===== src/rtl/spps_params.svh =====
`ifndef SPPS_PARAMS_SVH
`define SPPS_PARAMS_SVH
// Clock period in ns
`define SPPS_CLK_PERIOD_NS 8
// Supply transition timer limit in us and in cycles (longest time, rounds down)
`define SPPS_SUPPLY_TRANSITION_TIME_US 500
`define SPPS_SUPPLY_TRANSITION_CYC ((`SPPS_SUPPLY_TRANSITION_TIME_US * 1000) / `SPPS_CLK_PERIOD_NS)
// Fast swap source deadline in us and in cycles (longest time, rounds down)
`define SPPS_FAST_SWAP_DEADLINE_US 15
`define SPPS_FAST_SWAP_DEADLINE_CYC ((`SPPS_FAST_SWAP_DEADLINE_US * 1000) / `SPPS_CLK_PERIOD_NS)
// Re-engagements after recovery, counting the one that latches off
`define SPPS_RETRY_LIMIT_DEF 2
`define SPPS_RETRY_W 4
`define SPPS_TMR_W 20
// Message codes on the receive/transmit message ports
`define SPPS_MSG_W 4
`define SPPS_MSG_ACCEPT 4'h3
`define SPPS_MSG_PS_RDY 4'h6
`define SPPS_MSG_GOODCRC 4'h1
`endif


===== src/rtl/spps_pkg.sv =====
`include "spps_params.svh"
package spps_pkg;
    typedef enum logic [3:0] {
        SPPS_IDLE      = 4'h0,
        SPPS_HARD_RST  = 4'h1,
        SPPS_WAIT_SAFE = 4'h2,
        SPPS_COOLING   = 4'h3,
        SPPS_DEFAULT   = 4'h4,
        SPPS_ACK_ACC   = 4'h5,
        SPPS_WAIT_RDY  = 4'h6,
        SPPS_ACK_RDY   = 4'h7,
        SPPS_FRS_HOLD  = 4'h8,
        SPPS_FRS_SRC   = 4'h9,
        SPPS_FRS_RDY   = 4'hA,
        SPPS_SOURCE    = 4'hB,
        SPPS_LATCHED   = 4'hC
    } spps_state_e;
    typedef logic [`SPPS_MSG_W-1:0] spps_msg_t;
    typedef logic [`SPPS_RETRY_W-1:0] spps_cnt_t;
endpackage


===== src/rtl/spps_sync.sv =====
module spps_sync #(
    parameter int WIDTH = 1
) (
    input wire logic clk_sys_i,
    input wire logic rst_b_i,
    input wire logic [WIDTH-1:0] async_i,
    output logic [WIDTH-1:0] sync_o
);
    logic [WIDTH-1:0] meta_ff;

    always_ff @(posedge clk_sys_i) begin
        if (!rst_b_i) begin
            meta_ff <= '0;
            sync_o <= '0;
        end else begin
            meta_ff <= async_i;
            sync_o <= meta_ff;
        end
    end
endmodule


===== src/rtl/spps_sequencer.sv =====
`include "spps_params.svh"
// Overview of operation
// Over-voltage response never changes the contract voltage request.
// Over-voltage engagement requests Hard Reset signaling toward the source.
// After over-voltage, return to default once safe default bus voltage is back.
// After recovery the sink may renegotiate a new contract.
// Recurring protection after recovery stops cycling by latching off.
// Over-temperature engagement requests Hard Reset signaling toward the source.
// After over-temperature, resume default once cooled.
// On fast swap signal stop sinking and prepare to source default voltage.
// Below safe minimum, enable source output within the fast swap deadline.
// Bus discharge stays disabled throughout the fast swap role change.
// New source advertises the fast swap current level it announced.
// After fast swap, act as an ordinary source.
// Once sourcing after fast swap, send PS_RDY to the hub port.
// First contract from legacy mode uses the same transition sequence.
// On Accept start the supply transition timer.
// Acknowledge Accept and PS_RDY with GoodCRC before evaluating them.
// Source waits its change time after GoodCRC before changing power.
// Source becomes ready within limit, then sends PS_RDY expecting GoodCRC.
// After evaluating PS_RDY, grant use of the new power level.
// Hold transient load limit while moving to the new power level.
// Count re-engagements; latch off at threshold until detach or reset.
// Timer expiry before PS_RDY fails the transition and requests Hard Reset.
module spps_sequencer
    import spps_pkg::*;
(
    input wire logic clk_sys_i,
    input wire logic rst_b_i,
    input wire logic ovp_i,
    input wire logic otp_i,
    input wire logic cooled_i,
    input wire logic vbus_safe_i,
    input wire logic vbus_below_min_i,
    input wire logic attached_i,
    input wire logic frs_signal_i,
    input wire logic frs_capable_i,
    input wire logic [1:0] frs_current_i,
    input wire logic [`SPPS_RETRY_W-1:0] retry_limit_i,
    input wire logic rx_valid_i,
    input wire spps_pkg::spps_msg_t rx_msg_i,
    input wire logic tx_done_i,
    input wire logic hard_reset_done_i,
    output logic tx_valid_o,
    output spps_pkg::spps_msg_t tx_msg_o,
    output logic hard_reset_req_o,
    output logic sink_enable_o,
    output logic source_enable_o,
    output logic discharge_en_o,
    output logic [1:0] src_current_o,
    output logic new_power_ok_o,
    output logic load_limit_o,
    output logic negotiation_allowed_o,
    output logic latched_off_o,
    output logic source_role_o,
    output logic transition_fail_o
);
    import spps_pkg::*;

    localparam logic [`SPPS_TMR_W-1:0] SUPPLY_TRANSITION_CYC = `SPPS_TMR_W'(`SPPS_SUPPLY_TRANSITION_CYC);
    localparam logic [`SPPS_TMR_W-1:0] FAST_SWAP_CYC = `SPPS_TMR_W'(`SPPS_FAST_SWAP_DEADLINE_CYC);

    logic ovp_s, otp_s, cooled_s, safe_s, below_s, attached_s, frs_s;
    logic ovp_d_ff, otp_d_ff, frs_d_ff;
    logic ovp_rise, otp_rise, fault_rise, frs_rise;
    spps_state_e state_ff, nxt_state;
    logic [`SPPS_TMR_W-1:0] tmr_ff, nxt_tmr;
    spps_cnt_t retry_ff;
    logic recovered_ff;
    logic ot_fault_ff;
    logic prot_ff;
    logic ps_rdy_seen_ff;
    logic [1:0] frs_cur_ff;
    logic tx_fire;
    logic rx_accept, rx_ps_rdy;

    spps_sync #(
        .WIDTH(7)
    ) u_sync (
        .clk_sys_i(clk_sys_i),
        .rst_b_i(rst_b_i),
        .async_i({ovp_i, otp_i, cooled_i, vbus_safe_i, vbus_below_min_i, attached_i, frs_signal_i}),
        .sync_o({ovp_s, otp_s, cooled_s, safe_s, below_s, attached_s, frs_s})
    );

    // Edge detectors on synchronised fault and fast swap levels
    always_ff @(posedge clk_sys_i) begin
        if (!rst_b_i) begin
            ovp_d_ff <= 1'b0;
            otp_d_ff <= 1'b0;
            frs_d_ff <= 1'b0;
        end else begin
            ovp_d_ff <= ovp_s;
            otp_d_ff <= otp_s;
            frs_d_ff <= frs_s;
        end
    end

    assign ovp_rise = ovp_s && !ovp_d_ff;
    assign otp_rise = otp_s && !otp_d_ff;
    assign fault_rise = ovp_rise || otp_rise;
    assign frs_rise = frs_s && !frs_d_ff && frs_capable_i;
    assign rx_accept = rx_valid_i && (rx_msg_i == `SPPS_MSG_ACCEPT);
    assign rx_ps_rdy = rx_valid_i && (rx_msg_i == `SPPS_MSG_PS_RDY);
    assign tx_fire = tx_valid_o && tx_done_i;

    always_comb begin
        nxt_state = state_ff;
        nxt_tmr = tmr_ff;
        unique case (state_ff)
            SPPS_IDLE, SPPS_DEFAULT: begin
                if (rx_accept) begin
                    nxt_state = SPPS_ACK_ACC;
                end
            end
            SPPS_ACK_ACC: begin
                if (tx_fire) begin
                    nxt_state = SPPS_WAIT_RDY;
                end
            end
            SPPS_WAIT_RDY: begin
                if (rx_ps_rdy) begin
                    nxt_state = SPPS_ACK_RDY;
                end else if (tmr_ff == '0) begin
                    nxt_state = SPPS_HARD_RST;
                end else begin
                    nxt_tmr = tmr_ff - `SPPS_TMR_W'(1);
                end
            end
            SPPS_ACK_RDY: begin
                if (tx_fire) begin
                    nxt_state = SPPS_DEFAULT;
                end
            end
            SPPS_HARD_RST: begin
                if (hard_reset_done_i) begin
                    nxt_state = ot_fault_ff ? SPPS_COOLING : SPPS_WAIT_SAFE;
                end
            end
            SPPS_WAIT_SAFE: begin
                if (safe_s && !ovp_s) begin
                    nxt_state = SPPS_DEFAULT;
                end
            end
            SPPS_COOLING: begin
                if (cooled_s && !otp_s) begin
                    nxt_state = SPPS_DEFAULT;
                end
            end
            SPPS_FRS_HOLD: begin
                if (below_s) begin
                    nxt_state = SPPS_FRS_SRC;
                    nxt_tmr = FAST_SWAP_CYC;
                end
            end
            SPPS_FRS_SRC: begin
                nxt_state = SPPS_FRS_RDY;
            end
            SPPS_FRS_RDY: begin
                if (tx_fire) begin
                    nxt_state = SPPS_SOURCE;
                end
            end
            SPPS_SOURCE: begin
                nxt_state = SPPS_SOURCE;
            end
            SPPS_LATCHED: begin
                nxt_state = SPPS_LATCHED;
            end
            default: begin
                nxt_state = SPPS_IDLE;
            end
        endcase
        if (rx_accept && (state_ff == SPPS_IDLE || state_ff == SPPS_DEFAULT)) begin
            nxt_tmr = SUPPLY_TRANSITION_CYC;
        end
        // Fast swap beats an ordinary sink sequence
        if (frs_rise && state_ff != SPPS_LATCHED && state_ff != SPPS_SOURCE &&
            state_ff != SPPS_FRS_SRC && state_ff != SPPS_FRS_RDY) begin
            nxt_state = SPPS_FRS_HOLD;
        end
        // Protection beats fast swap; only a detach outside the fast swap states and SPPS_SOURCE ranks higher
        if (fault_rise && state_ff != SPPS_LATCHED) begin
            if (recovered_ff && (retry_ff + spps_cnt_t'(1)) >= retry_limit_i) begin
                nxt_state = SPPS_LATCHED;
            end else begin
                nxt_state = SPPS_HARD_RST;
            end
        end
        if (!attached_s && state_ff != SPPS_FRS_HOLD && state_ff != SPPS_FRS_SRC &&
            state_ff != SPPS_FRS_RDY && state_ff != SPPS_SOURCE) begin
            nxt_state = SPPS_IDLE;
        end
    end

    always_ff @(posedge clk_sys_i) begin
        if (!rst_b_i) begin
            state_ff <= SPPS_IDLE;
        end else begin
            state_ff <= nxt_state;
        end
    end

    always_ff @(posedge clk_sys_i) begin
        if (!rst_b_i) begin
            tmr_ff <= '0;
        end else begin
            tmr_ff <= nxt_tmr;
        end
    end

    // Re-engagement bookkeeping, cleared only by detach or reset
    always_ff @(posedge clk_sys_i) begin
        if (!rst_b_i || !attached_s) begin
            retry_ff <= '0;
            recovered_ff <= 1'b0;
        end else begin
            if (nxt_state == SPPS_DEFAULT && prot_ff &&
                (state_ff == SPPS_WAIT_SAFE || state_ff == SPPS_COOLING)) begin
                recovered_ff <= 1'b1;
            end
            if (fault_rise && recovered_ff && state_ff != SPPS_LATCHED) begin
                retry_ff <= retry_ff + spps_cnt_t'(1);
            end
        end
    end

    always_ff @(posedge clk_sys_i) begin
        if (!rst_b_i) begin
            ot_fault_ff <= 1'b0;
        end else if (fault_rise) begin
            ot_fault_ff <= otp_rise;
        end else if (state_ff == SPPS_WAIT_RDY && nxt_state == SPPS_HARD_RST) begin
            ot_fault_ff <= 1'b0;
        end
    end

    // Only a recovery from a protection episode arms the re-engagement count
    always_ff @(posedge clk_sys_i) begin
        if (!rst_b_i) begin
            prot_ff <= 1'b0;
        end else if (fault_rise) begin
            prot_ff <= 1'b1;
        end else if (state_ff == SPPS_WAIT_RDY && nxt_state == SPPS_HARD_RST) begin
            prot_ff <= 1'b0;
        end
    end

    // Advertised fast swap current captured when the swap starts
    always_ff @(posedge clk_sys_i) begin
        if (!rst_b_i) begin
            frs_cur_ff <= 2'h0;
        end else if (nxt_state == SPPS_FRS_HOLD && state_ff != SPPS_FRS_HOLD) begin
            frs_cur_ff <= frs_current_i;
        end
    end

    always_ff @(posedge clk_sys_i) begin
        if (!rst_b_i) begin
            ps_rdy_seen_ff <= 1'b0;
        end else if (state_ff == SPPS_ACK_RDY && tx_fire) begin
            ps_rdy_seen_ff <= 1'b1;
        end else if (rx_accept || nxt_state != SPPS_DEFAULT) begin
            ps_rdy_seen_ff <= 1'b0;
        end
    end

    always_ff @(posedge clk_sys_i) begin
        if (!rst_b_i) begin
            transition_fail_o <= 1'b0;
        end else begin
            transition_fail_o <= (state_ff == SPPS_WAIT_RDY) && !rx_ps_rdy && (tmr_ff == '0);
        end
    end

    // Outputs registered from the next state
    always_ff @(posedge clk_sys_i) begin
        if (!rst_b_i) begin
            sink_enable_o <= 1'b0;
        end else begin
            sink_enable_o <= (nxt_state == SPPS_IDLE || nxt_state == SPPS_DEFAULT ||
                              nxt_state == SPPS_ACK_ACC || nxt_state == SPPS_WAIT_RDY ||
                              nxt_state == SPPS_ACK_RDY) && attached_s;
        end
    end

    always_ff @(posedge clk_sys_i) begin
        if (!rst_b_i) begin
            source_enable_o <= 1'b0;
        end else begin
            source_enable_o <= (nxt_state == SPPS_FRS_SRC || nxt_state == SPPS_FRS_RDY ||
                                nxt_state == SPPS_SOURCE);
        end
    end

    always_ff @(posedge clk_sys_i) begin
        if (!rst_b_i) begin
            source_role_o <= 1'b0;
        end else begin
            source_role_o <= (nxt_state == SPPS_FRS_HOLD || nxt_state == SPPS_FRS_SRC ||
                              nxt_state == SPPS_FRS_RDY || nxt_state == SPPS_SOURCE);
        end
    end

    always_ff @(posedge clk_sys_i) begin
        if (!rst_b_i) begin
            latched_off_o <= 1'b0;
        end else begin
            latched_off_o <= (nxt_state == SPPS_LATCHED);
        end
    end

    always_ff @(posedge clk_sys_i) begin
        if (!rst_b_i) begin
            negotiation_allowed_o <= 1'b0;
        end else begin
            negotiation_allowed_o <= (nxt_state == SPPS_IDLE || nxt_state == SPPS_DEFAULT) && attached_s;
        end
    end

    always_ff @(posedge clk_sys_i) begin
        if (!rst_b_i) begin
            load_limit_o <= 1'b0;
        end else begin
            load_limit_o <= (nxt_state == SPPS_ACK_ACC || nxt_state == SPPS_WAIT_RDY ||
                             nxt_state == SPPS_ACK_RDY);
        end
    end

    always_ff @(posedge clk_sys_i) begin
        if (!rst_b_i) begin
            hard_reset_req_o <= 1'b0;
        end else begin
            hard_reset_req_o <= (nxt_state == SPPS_HARD_RST);
        end
    end

    assign new_power_ok_o = ps_rdy_seen_ff && (state_ff == SPPS_DEFAULT);
    assign discharge_en_o = 1'b0;
    assign src_current_o = source_role_o ? frs_cur_ff : 2'h0;
    // Protection touches no contract voltage output; it opens the sink path, or the source path in the source role
    assign tx_valid_o = (state_ff == SPPS_ACK_ACC || state_ff == SPPS_ACK_RDY || state_ff == SPPS_FRS_RDY);
    assign tx_msg_o = (state_ff == SPPS_FRS_RDY) ? `SPPS_MSG_PS_RDY : `SPPS_MSG_GOODCRC;
endmodule


===== config.mk =====
export PLATFORM = sky130hd
export DESIGN_NAME = spps_sequencer
export DESIGN_NICKNAME = d
export VERILOG_FILES = /design/src/rtl/spps_pkg.sv /design/src/rtl/spps_sync.sv /design/src/rtl/spps_sequencer.sv
export VERILOG_INCLUDE_DIRS = /design/src /design/src/rtl
export SDC_FILE = /design/constraint.sdc
export NUM_CORES = 1
export LEC_CHECK = 0
export BUFFER_PORTS_ARGS = -buffer_cell sky130_fd_sc_hd__buf_2
export CAP_MARGIN = 20
export CORE_AREA = 4 4 76 78
export CTS_BUF_LIST = sky130_fd_sc_hd__clkbuf_2 sky130_fd_sc_hd__clkbuf_4 sky130_fd_sc_hd__clkbuf_8
export DETAILED_ROUTE_END_ITERATION = 8
export DIE_AREA = 0 0 80 82
export PLACE_DENSITY = 0.79
export SYNTH_ARGS = -nofsm -noshare
export SYNTH_HDL_FRONTEND = slang
export SYNTH_SLANG_ARGS = --single-unit

===== constraint.sdc =====
create_clock -name clk_sys_i -period 3.1 [get_ports clk_sys_i]
set_input_delay 0.93 -clock clk_sys_i [delete_from_list [all_inputs] [get_ports clk_sys_i]]
set_output_delay 0.93 -clock clk_sys_i [all_outputs]
set_load 0.05 [all_outputs]

==> Implementation_results.wiki, run 1 <==
{| class="wikitable"
! Metric !! Value
|-
| Endpoint class of the critical path || output pin
|-
| Mean instance size in the synthesized netlist || 8.46 um^2
|-
| Final TNS setup || 0 ns
|-
| Internal Pwr Total || 1.37 mW
|-
| Total number of vias || between 2000 and 3000
|-
| Synth Cell Area || 2910 um^2
|-
| Most used flip-flop cell after synthesis || sky130_fd_sc_hd__dfxtp_1
|-
| Grt total ovfl || 0
|-
| Floorplan die width || about 80 um
|-
| Leakage power || 1.41 nW
|-
| Number of failing hold endpoints at the final stage || 0
|-
| Combinational Power Share || 0.056
|-
| Number of buffers added by the clock tree synthesis step || 9
|-
| Hold buffers post-CTS || 0
|-
| Vertical die dimension || 82 um
|-
| Clock root buffer || sky130_fd_sc_hd__clkbuf_8
|-
| GRT Util Overall || 0.209
|-
| Initial antenna violation count || 0
|-
| Reg clk slew, reported paths || 0.07 ns
|-
| Initial standard-cell utilization of the core || 0.573
|-
| N_diodes || 0
|-
| Setup repair after global routing missed its margin || false
|-
| Post-layout nets || 413
|-
| PortBufs || 37
|-
| Reg-to-reg setup timing slack || between 0.5 and 0.6 ns
|-
| Max Cap Violations || 0
|-
| Fin crit share || 0.929
|-
| Arrival time worst endpoint || 1.95 ns
|-
| Worst Setup Path Type || reg2out
|-
| Total core area || about 5100 um^2
|-
| Clock power share || 0.496
|-
| Master of the slowest instance on the critical path || sky130_fd_sc_hd__dfxtp_1
|-
| Status || complete, no violations
|-
| Synth warn || 0
|-
| Routed wire per std cell || 14.2 um
|-
| Post-route core utilization || 0.669
|-
| Vias in the first global route || approximately 2300
|-
| Min cycle time layout || 2.88 ns
|-
| Boundary Pins || 40
|-
| Average via count per standard cell || 5.75
|-
| Number of gates given a new drive strength after cts || 0
|-
| Cell seen most often among critical-path stages || sky130_fd_sc_hd__nand2_1
|-
| List of cells traversed by the critical path || nor2b_1 > nand2_1 > nand2_1 > buf_2
|-
| Actual transition at the worst max-transition pin || 0.635 ns
|-
| Area growth, synth to finish || 16.7%
|-
| First-pass GRT wire length || approximately 11000 um
|-
| Fraction of layout instances using a drive strength above 1 || 0.173
|-
| Number of core rows || 26
|-
| Post-Syn Instances || ~340
|-
| Post-detailed-route count of antenna-violating nets || 0
|-
| Maximum frequency from static timing analysis || 347 MHz
|-
| Final Max Tran Viols || 0
|-
| Detailed-routing iteration count for the pre-antenna-repair pass || 4
|-
| Cell variety after synth || 59
|-
| Switching power || 376 uW
|-
| Clock H-tree levels || 3
|-
| Maximum number of pins on one net before global-route repair || 21
|-
| Total of flip-flops plus latches after synthesis || 59
|-
| Final setup skew || 0.00853 ns
|-
| Power Dens Cells || 513 nW/um^2
|-
| VDD IR-drop max || 0.000289 V
|-
| Delay of the slowest critical-path stage || 0.72 ns
|-
| Sw frac || 0.216
|-
| Number of buffers inserted by post-CTS setup repair || 0
|-
| Cell area after placement || 3150 um^2
|-
| Routability congestion estimate || 0.963
|-
| Type of the tightest min-delay check || reg2reg
|-
| Share of total power in sequential cells || 0.448
|-
| Final routed DRC violation total || 0
|-
| Max Root-Sink Buffers || 2
|-
| Sequential area share after synthesis || 0.406
|-
| Remaining max-slew budget at the tightest pin || 0.576
|-
| Detailed-placement wirelength estimate || 4760 um
|-
| CP Data Required Time || about 2.2 ns
|-
| Area of the die || 6560 um^2
|-
| Total Routed Length || about 6500 um
|-
| Async set or reset register ratio after synthesis || 0
|-
| Final setup violation count || 0
|-
| 1st-iter DRT viols || 289
|-
| Critical path startpoint category || flop
|-
| Cell area after layout || 3400 um^2
|-
| Clock latency at the later pin of the worst-skew pair || 0.34 ns
|-
| Clock tree from TritonCTS || done
|-
| Clock net sink count || about 60
|-
| Number of enable-type register cells in the synthesized netlist || 0
|-
| Maximum fanout encountered on the critical timing path || 20
|}
==> stage by stage <==
step	total power, mW	hold WS (ns)	cells	setup slack [ns]
after floorplan	0.863	0.412	345	0.00692
after global placement	0.892	0.415	442	0.301
after detailed placement	0.894	0.422	442	0.226
after CTS	1.76	0.439	458	0.242
after global routing	1.80	0.456	458	0.0912
final	1.74	0.436	458	0.220
==> cells in the final DEF (no fill, tap or decap), drive strengths merged, types with 4 or more instances in the layout <==
master	n
dfxtp	59
nor4	4
clkbuf	10
or3	5
nand4	4
nand2	25
inv	13
nand2b	5
o21ai	20
and3	6
nand3	8
nor3	18
xnor2	8
a21oi	17
o21a	5
ha	7
nor2	35
nor2b	6
buf	41
a211oi	5
clkinvlp	4
xor2	6
and2	20
==> layout make-up <==
| cell class | count | area, um^2 |
|---|---|---|
| inverter | 14 | 56.3 |
| fill | 441 | 1680 |
| timing repair buffer | 41 | 215 |
| clock buffer | 10 | 138 |
| multi-input combinational | 258 | 1610 |
| clock inverter | 6 | 113 |
| sequential | 59 | 1180 |
| tap | 70 | 87.6 |
==> worst paths after layout <==
check | start | end | cells after the start
worst max-delay path | state_ff[2] | tx_valid_o | 4
worst max register to register | state_ff[2] | recovered_ff | 7
worst min register to register | u_sync.meta_ff[6] | u_sync.sync_o[6] | 1
worst min-delay path | u_sync.meta_ff[6] | u_sync.sync_o[6] | 1
==> sequential cells by signal, indices dropped and copies added, names as in the netlist, 2 cells and up <==
name,count
u_sync.sync_o,7
tmr_ff,20
state_ff,4
u_sync.meta_ff,7
frs_cur_ff,2
retry_ff,4
==> synthesized netlist by cell type, types with 6 or more instances <==
cell | instances | area [um^2]
sky130_fd_sc_hd__o21ai_0 | 16 | 80.1
sky130_fd_sc_hd__nor2b_1 | 6 | 37.5
sky130_fd_sc_hd__inv_1 | 14 | 52.6
sky130_fd_sc_hd__a21oi_1 | 17 | 85.1
sky130_fd_sc_hd__ha_1 | 7 | 87.6
sky130_fd_sc_hd__nand3_1 | 8 | 40.0
sky130_fd_sc_hd__dfxtp_1 | 59 | 1180
sky130_fd_sc_hd__xor2_1 | 6 | 52.6
sky130_fd_sc_hd__nor2_1 | 35 | 131
sky130_fd_sc_hd__and3_1 | 6 | 37.5
sky130_fd_sc_hd__nand2_1 | 25 | 93.8
sky130_fd_sc_hd__nor3_1 | 15 | 75.1
sky130_fd_sc_hd__xnor2_1 | 8 | 70.1
sky130_fd_sc_hd__and2_1 | 20 | 125
==> cells by family (layout without fill, tap and decap cells) <==
group           Yosys count  in the layout  synth area share
buf+inv                  28             71            0.0434
other cells               1              2           0.00129
compound gates           78             78             0.177
fa+ha+maj                 7              7            0.0301
xor+xnor                 14             14            0.0421
simple gates            154            154             0.290
mux                       3              3            0.0103
flops                    59             59             0.406
==> power by group through the flow <==
stage,clock network (mW),logic (mW),registers [mW]
global route,0.912,0.108,0.782
CTS,0.879,0.0967,0.781
global placement,0,0.0946,0.798
floorplan,0,0.0644,0.798
detailed placement,0,0.0959,0.798
finish,0.866,0.0970,0.781
==> layer usage <==
| layer | vias to the layer above | track usage | routed length, um |
|---|---|---|---|
| li1 | 1299 | - | - |
| met1 | 1226 | 0.251 | 2870 |
| met2 | 99 | 0.353 | 3070 |
| met3 | 11 | 0.0614 | 461 |
| met4 | 0 | 0.0777 | 111 |
| met5 | - | 0 | 0 |
==> worst max-delay path: cells and delay by family, from the launching register on <==
kind | cells | cell delay [ns]
AND/OR/NAND/NOR | 3 | 0.62
flip-flops | 1 | 0.72
buffers and inverters | 1 | 0.27
Power figures use the tool's default switching activity.
==> inputs of run 2 (changes only) <==
--- a/config.mk
+++ b/config.mk
@@ -12,7 +12,7 @@
 export CTS_BUF_LIST = sky130_fd_sc_hd__clkbuf_2 sky130_fd_sc_hd__clkbuf_4 sky130_fd_sc_hd__clkbuf_8
 export DETAILED_ROUTE_END_ITERATION = 8
 export DIE_AREA = 0 0 80 82
-export PLACE_DENSITY = 0.79
+export PLACE_DENSITY = 0.86
 export SYNTH_ARGS = -nofsm -noshare
 export SYNTH_HDL_FRONTEND = slang
 export SYNTH_SLANG_ARGS = --single-unit
==> run 2 against run 1 <==
  * Setup slack improved by 0.053 ns
  * Clock-buffer cell count rose by 2
  * Clock power rose by 2.9%
  * Maximum frequency rose by 1.9%
  * Clock skew fell by 0.0010 ns
  * Sequential power barely moved
  * Die area did not move
==> Implementation_results.wiki, run 2 (synthesis gave the netlist of run 1 again) <==
{| class="wikitable"
! Metric !! Value
|-
| Status || complete, no violations (unchanged)
|-
| Maximum frequency from static timing analysis || 354 MHz (was 347 MHz)
|-
| Max Cap Violations || 0 (unchanged)
|-
| Clock latency at the later pin of the worst-skew pair || 0.34 ns (about the same)
|-
| Area growth, synth to finish || 17.3% (was 16.7%)
|-
| Worst Setup Path Type || reg2out (unchanged)
|-
| Number of core rows || 26 (unchanged)
|-
| Share of total power in sequential cells || 0.441 (was 0.448)
|-
| Number of buffers inserted by post-CTS setup repair || 0 (unchanged)
|-
| Registers with the highest flip-flop counts || tmr_ff: 20 flops, u_sync.meta_ff: 7 flops, u_sync.sync_o: 7 flops (unchanged)
|-
| First-pass GRT wire length || 10900 um (was 10600 um)
|-
| Grt total ovfl || 0 (unchanged)
|-
| Detailed-placement wirelength estimate || 4920 um (was 4760 um)
|-
| Critical path startpoint category || flop (unchanged)
|-
| Most common library cell in the layout ignoring fill and taps || sky130_fd_sc_hd__dfxtp_1 (unchanged)
|-
| Hold Slack || 0.432 ns (was 0.436 ns)
|-
| Final Max Tran Viols || 0 (unchanged)
|-
| Clock power share || 0.504 (was 0.496)
|-
| Detailed-routing iteration count for the pre-antenna-repair pass || 4 (unchanged)
|-
| Remaining max-slew budget at the tightest pin || 0.590 (was 0.576)
|-
| Fraction of layout instances using a drive strength above 1 || 0.175 (was 0.173)
|-
| Reg with most FFs || tmr_ff (unchanged)
|-
| Inst Count DP || 443 (was 442)
|-
| Setup repair after global routing missed its margin || false (unchanged)
|-
| Combinational Power Share || 0.055 (was 0.056)
|-
| PortBufs || 37 (unchanged)
|-
| Fillcell total || 445 (was 441)
|-
| Final Worst Setup Slack || 0.272 ns (was 0.220 ns)
|-
| Leakage power || 1.44 nW (was 1.41 nW)
|-
| VDD IR-drop max || 0.000501 V (was 0.000289 V)
|-
| Vertical die dimension || 82 um (unchanged)
|-
| Number of failing hold endpoints at the final stage || 0 (unchanged)
|-
| Maximum fanout encountered on the critical timing path || 20 (unchanged)
|-
| Post-detailed-route count of antenna-violating nets || 0 (unchanged)
|-
| Clock net sink count || 59 (unchanged)
|-
| Type of the tightest min-delay check || reg2reg (unchanged)
|-
| N_diodes || 0 (unchanged)
|-
| Power Dens Cells || 518 nW/um^2 (was 513 nW/um^2)
|-
| Initial antenna violation count || 0 (unchanged)
|-
| Actual transition at the worst max-transition pin || 0.614 ns (was 0.635 ns)
|-
| Floorplan die width || 80 um (unchanged)
|-
| CP Data Required Time || 2.17 ns (about the same)
|-
| Fin crit share || 0.912 (was 0.929)
|-
| Area of the die || 6560 um^2 (unchanged)
|-
| Routability congestion estimate || 0.947 (was 0.963)
|-
| 1st-iter DRT viols || 175 (was 289)
|-
| Routed wire per std cell || 14.3 um (was 14.2 um)
|-
| Number of gates given a new drive strength after cts || 0 (unchanged)
|-
| Final setup skew || 0.00749 ns (was 0.00853 ns)
|-
| Post-layout nets || 414 (was 413)
|-
| Average via count per standard cell || 5.72 (was 5.75)
|-
| Max reg flops || 20 (unchanged)
|-
| Maximum number of pins on one net before global-route repair || 26 (was 21)
|-
| Switching power || 359 uW (was 376 uW)
|-
| Endpoint class of the critical path || output pin (unchanged)
|-
| Initial standard-cell utilization of the core || 0.573 (unchanged)
|-
| Final setup violation count || 0 (unchanged)
|-
| Internal Pwr Total || 1.41 mW (was 1.37 mW)
|-
| Total Routed Length || 6590 um (was 6510 um)
|-
| Post-place setup slack || 0.248 ns (was 0.226 ns)
|-
| Reg-to-reg setup timing slack || 0.53 ns (was 0.52 ns)
|-
| Hold buffers post-CTS || 0 (unchanged)
|-
| Boundary Pins || 40 (unchanged)
|-
| Max Root-Sink Buffers || 2 (unchanged)
|-
| Min cycle time layout || 2.83 ns (was 2.88 ns)
|-
| Top library cells by usage in the layout, fill and taps aside || 59 x sky130_fd_sc_hd__dfxtp_1, 37 x sky130_fd_sc_hd__buf_2, 35 x sky130_fd_sc_hd__nor2_1 (unchanged)
|-
| Fin cells || 459 (was 458)
|-
| Vias in the first global route || 2446 (was 2335)
|-
| Post-route core utilization || 0.673 (was 0.669)
|-
| Final routed DRC violation total || 0 (unchanged)
|-
| Arrival time worst endpoint || 1.90 ns (was 1.95 ns)
|-
| Reg clk slew, reported paths || 0.06 ns (was 0.07 ns)
|-
| Total core area || 5070 um^2 (unchanged)
|-
| Total number of vias || 2626 (was 2635)
|-
| GRT Util Overall || 0.217 (was 0.209)
|-
| Clock tree from TritonCTS || done (unchanged)
|-
| Clock H-tree levels || 3 (unchanged)
|-
| Final TNS setup || 0 ns (unchanged)
|-
| Sw frac || 0.203 (was 0.216)
|-
| Number of buffers added by the clock tree synthesis step || 9 (unchanged)
|-
| Clock root buffer || sky130_fd_sc_hd__clkbuf_8 (unchanged)
|}
run 2: worst max-delay path: stages, from the launching register on:
cell	delay [ns]
sky130_fd_sc_hd__dfxtp_1	0.71
sky130_fd_sc_hd__nor2b_1	0.39
sky130_fd_sc_hd__and3_1	0.20
sky130_fd_sc_hd__buf_2	0.25
run 2: area by class of cell:
| class | instances | area, um^2 | area share |
|---|---|---|---|
| Multi-Input combinational cell | 258 | 1610 | 0.471 |
| Sequential cell | 59 | 1180 | 0.346 |
| Timing Repair Buffer | 42 | 223 | 0.0652 |
| Clock buffer | 12 | 165 | 0.0484 |
| Clock inverter | 4 | 95.1 | 0.0278 |
| Tap cell | 70 | 87.6 | 0.0257 |
| Inverter | 14 | 56.3 | 0.0165 |
run 2: routing by layer:
metal / track usage / wire length (um)
met4: 0.0963 / 129
met5: 0 / 0
met3: 0.0757 / 452
met1: 0.244 / 2810
met2: 0.373 / 3190
run 2: power by group through the flow:
stage	registers, mW	clock network (mW)	logic (mW)
after CTS	0.781	0.909	0.0966
final	0.781	0.891	0.0973
after global routing	0.782	0.952	0.108
after floorplan	0.798	0	0.0644
after global placement	0.797	0	0.0942
after detailed placement	0.797	0	0.0960
run 2: stage by stage:
stage                     area [um^2]  power, mW
after floorplan                  2920      0.863
after global placement           3150      0.891
after detailed placement         3150      0.894
after CTS                        3410       1.79
after global routing             3410       1.84
final                            3410       1.77
run 2: worst paths after layout:
| path | end | startpoint | depth (start not counted) |
|---|---|---|---|
| setup reg to reg | tmr_ff[3] | state_ff[2] | 7 |
| setup / recovery | new_power_ok_o | state_ff[2] | 3 |
| hold reg to reg | u_sync.sync_o[2] | u_sync.meta_ff[2] | 1 |
| hold / removal | u_sync.sync_o[2] | u_sync.meta_ff[2] | 1 |
==> inputs of run 3 (changes only) <==
--- a/config.mk
+++ b/config.mk
@@ -6,13 +6,14 @@
 export SDC_FILE = /design/constraint.sdc
 export NUM_CORES = 1
 export LEC_CHECK = 0
-export BUFFER_PORTS_ARGS = -buffer_cell sky130_fd_sc_hd__buf_2
 export CAP_MARGIN = 20
-export CORE_AREA = 4 4 76 78
+export CORE_AREA = 4 4 72 74
 export CTS_BUF_LIST = sky130_fd_sc_hd__clkbuf_2 sky130_fd_sc_hd__clkbuf_4 sky130_fd_sc_hd__clkbuf_8
 export DETAILED_ROUTE_END_ITERATION = 8
-export DIE_AREA = 0 0 80 82
-export PLACE_DENSITY = 0.86
+export DIE_AREA = 0 0 76 78
+export DONT_BUFFER_PORTS = 1
+export GPL_TIMING_DRIVEN = 0
+export PLACE_DENSITY = 0.87
 export SYNTH_ARGS = -nofsm -noshare
 export SYNTH_HDL_FRONTEND = slang
 export SYNTH_SLANG_ARGS = --single-unit
==> run 3 against run 2 <==
  * Worst hold slack worse by 0.00066 ns
  * Largest cell class unchanged
  * Largest power group is now registers
  * Critical endpoint is now tx_msg_o[2]
  * Wire length grew 6.7%
  * Maximum frequency shrank 5.0%
==> Implementation_results.wiki, run 3 (synthesis gave the netlist of run 1 again) <==
{| class="wikitable"
! Metric !! Value
|-
| Maximum number of pins on one net before global-route repair || 11 (was 26)
|-
| Final setup violation count || 0 (unchanged)
|-
| Vertical die dimension || 78 um (was 82 um)
|-
| Initial antenna violation count || 1 (was 0)
|-
| Power Dens Cells || 488 nW/um^2 (was 518 nW/um^2)
|-
| Type of the tightest min-delay check || reg2reg (unchanged)
|-
| Detailed-routing iteration count for the pre-antenna-repair pass || 5 (was 4)
|-
| VDD IR-drop max || 0.000465 V (was 0.000501 V)
|-
| Fraction of layout instances using a drive strength above 1 || 0.110 (was 0.175)
|-
| Delay of the slowest critical-path stage || 0.42 ns (was 0.71 ns)
|-
| Area growth, synth to finish || 10.4% (was 17.3%)
|-
| Max reg flops || 20 (unchanged)
|-
| Inst Count DP || 400 (was 443)
|-
| 1st-iter DRT viols || 307 (was 175)
|-
| Total core area || 4600 um^2 (was 5070 um^2)
|-
| CP Data Required Time || 2.17 ns (about the same)
|-
| Fin cells || 417 (was 459)
|-
| CP Launch Point || state_ff[3] (was state_ff[2])
|-
| Critical R2R Capture || recovered_ff (was tmr_ff[3])
|-
| Total number of vias || 2551 (was 2626)
|-
| Final Max Tran Viols || 0 (unchanged)
|-
| Fillcell total || 373 (was 445)
|-
| Floorplan die width || 76 um (was 80 um)
|-
| Top library cells by usage in the layout, fill and taps aside || 58 x sky130_fd_sc_hd__dfxtp_1, 35 x sky130_fd_sc_hd__nor2_1, 25 x sky130_fd_sc_hd__nand2_1 (was 59 x sky130_fd_sc_hd__dfxtp_1, 37 x sky130_fd_sc_hd__buf_2, 35 x sky130_fd_sc_hd__nor2_1)
|-
| PortBufs || 0 (was 37)
|-
| Routability congestion estimate || 0.949 (was 0.947)
|-
| Max Cap Violations || 0 (unchanged)
|-
| Hold buffers post-CTS || 0 (unchanged)
|-
| Vias in the first global route || 2508 (was 2446)
|-
| Maximum fanout encountered on the critical timing path || 10 (was 20)
|-
| Clock latency at the later pin of the worst-skew pair || 0.34 ns (about the same)
|-
| Fin crit share || 0.960 (was 0.912)
|-
| Initial standard-cell utilization of the core || 0.633 (was 0.573)
|-
| List of cells traversed by the critical path || clkbuf_2 > nor2b_4 > nand3_4 > clkinvlp_4 > buf_4 (was nor2b_1 > and3_1 > buf_2)
|-
| Average via count per standard cell || 6.12 (was 5.72)
|-
| GRT Util Overall || 0.246 (was 0.217)
|-
| Post-layout nets || 387 (was 414)
|-
| Reg-to-reg setup timing slack || 0.59 ns (was 0.53 ns)
|-
| Area of the die || 5930 um^2 (was 6560 um^2)
|-
| Post-detailed-route count of antenna-violating nets || 0 (unchanged)
|-
| Remaining max-slew budget at the tightest pin || 0.474 (was 0.590)
|-
| Worst Setup Path Type || reg2out (unchanged)
|-
| Critical path startpoint category || flop (unchanged)
|-
| Detailed-placement wirelength estimate || 5020 um (was 4920 um)
|-
| Most common library cell in the layout ignoring fill and taps || sky130_fd_sc_hd__dfxtp_1 (unchanged)
|-
| Post-layout power || 1.57 mW (was 1.77 mW)
|-
| Final routed DRC violation total || 0 (unchanged)
|-
| Endpoint class of the critical path || output pin (unchanged)
|-
| Clock tree from TritonCTS || done (unchanged)
|-
| Total Routed Length || 7030 um (was 6590 um)
|-
| Clock root buffer || sky130_fd_sc_hd__clkbuf_8 (unchanged)
|-
| Number of failing hold endpoints at the final stage || 0 (unchanged)
|-
| Leakage power || 1.28 nW (was 1.44 nW)
|-
| Critical Path Sink || tx_msg_o[2] (was new_power_ok_o)
|-
| Routed wire per std cell || 16.9 um (was 14.3 um)
|-
| Clock net sink count || 59 (unchanged)
|-
| Worst R2R Start || retry_ff[0] (was state_ff[2])
|-
| Min cycle time layout || 2.98 ns (was 2.83 ns)
|-
| Number of core rows || 25 (was 26)
|-
| Grt total ovfl || 0 (unchanged)
|-
| Master of the slowest instance on the critical path || sky130_fd_sc_hd__dfxtp_2 (was sky130_fd_sc_hd__dfxtp_1)
|-
| Arrival time worst endpoint || 2.05 ns (was 1.90 ns)
|-
| Reg clk slew, reported paths || 0.07 ns (was 0.06 ns)
|-
| Setup repair after global routing missed its margin || false (unchanged)
|-
| Boundary Pins || 40 (unchanged)
|-
| Clock H-tree levels || 3 (unchanged)
|-
| Maximum frequency from static timing analysis || 336 MHz (was 354 MHz)
|-
| Final setup skew || 0.00546 ns (was 0.00749 ns)
|-
| First-pass GRT wire length || 11500 um (was 10900 um)
|-
| Worst-case reg-to-reg path depth || 9 (was 7)
|-
| Number of buffers added by the clock tree synthesis step || 9 (unchanged)
|-
| Actual transition at the worst max-transition pin || 0.781 ns (was 0.614 ns)
|-
| Max Root-Sink Buffers || 2 (unchanged)
|-
| Reg with most FFs || tmr_ff (unchanged)
|-
| Registers with the highest flip-flop counts || tmr_ff: 20 flops, u_sync.meta_ff: 7 flops, u_sync.sync_o: 7 flops (unchanged)
|-
| Status || complete, no violations (unchanged)
|}
run 3: cell count changes in the layout (fill, tap and decap cells not counted), moves of 2 or more:
cell                        before  now
sky130_fd_sc_hd__buf_2          37    6
sky130_fd_sc_hd__clkbuf_8       12   10
sky130_fd_sc_hd__clkbuf_1        0    4
sky130_fd_sc_hd__bufinv_16       3    1
sky130_fd_sc_hd__clkinv_2        1    3
run 3: layer usage:
| metal | vias up | GRT usage | wire length (um) |
|---|---|---|---|
| met4 | 0 | 0.133 | 197 |
| li1 | 1247 | - | - |
| met2 | 108 | 0.408 | 3390 |
| met5 | - | 0 | 0 |
| met3 | 23 | 0.0742 | 501 |
| met1 | 1173 | 0.280 | 2940 |
run 3: final cells by class:
cell class / count / area, um^2 / area share
Sequential cell: 59 / 1180 / 0.368
Timing Repair Buffer: 1 / 5.00 / 0.00156
Tap cell: 54 / 67.6 / 0.0210
Clock inverter: 5 / 52.6 / 0.0164
Multi-Input combinational cell: 258 / 1630 / 0.506
Clock buffer: 11 / 145 / 0.0452
Antenna cell: 1 / 2.50 / 0.000779
Buffer: 14 / 75.1 / 0.0234
Inverter: 14 / 56.3 / 0.0175
run 3: timing repair:
action,in CTS,in global routing
setup buffers,0,0
endpoints found under the setup margin,3,1
pin swaps,0,0
resized for setup,5,1
run 3: power breakdown:
group | internal (mW) | total [mW] | leakage (nW) | switching, mW
registers | 0.773 | 0.785 | 0.480 | 0.0117
clock network | 0.397 | 0.702 | 0.103 | 0.305
logic | 0.0310 | 0.0823 | 0.697 | 0.0513
total | 1.20 | 1.57 | 1.28 | 0.368
run 3: how the worst min path moves through the flow:
stage                      startpoint          endpoint  slack [ns]  cells after the start
global placement    u_sync.meta_ff[6]  u_sync.sync_o[6]        0.41                      1
detailed placement  u_sync.meta_ff[6]  u_sync.sync_o[6]        0.42                      1
CTS                 u_sync.meta_ff[1]  u_sync.sync_o[1]        0.43                      1
finish              u_sync.meta_ff[1]  u_sync.sync_o[1]        0.43                      1
floorplan           u_sync.meta_ff[0]  u_sync.sync_o[0]        0.41                      1
global route        u_sync.meta_ff[0]  u_sync.sync_o[0]        0.44                      1
run 3: worst max-delay path: cells and delay by family, from the launching register on:
family,cells,cell delay [ns]
buf+inv,3,0.80
flops,1,0.42
simple gates,2,0.47
run 3: per-stage QoR:
step	setup WS, ns	TNS, ns	util	hold slack, ns	instance area (um^2)
after floorplan	0.00692	0	-	0.412	2920
after global placement	-0.339	-1.25	0.649	0.415	2990
after detailed placement	-0.327	-0.611	0.650	0.418	2990
after CTS	0.0704	0	0.697	0.434	3210
after global routing	0.0521	0	0.699	0.443	3210
final	0.124	0	0.699	0.431	3210
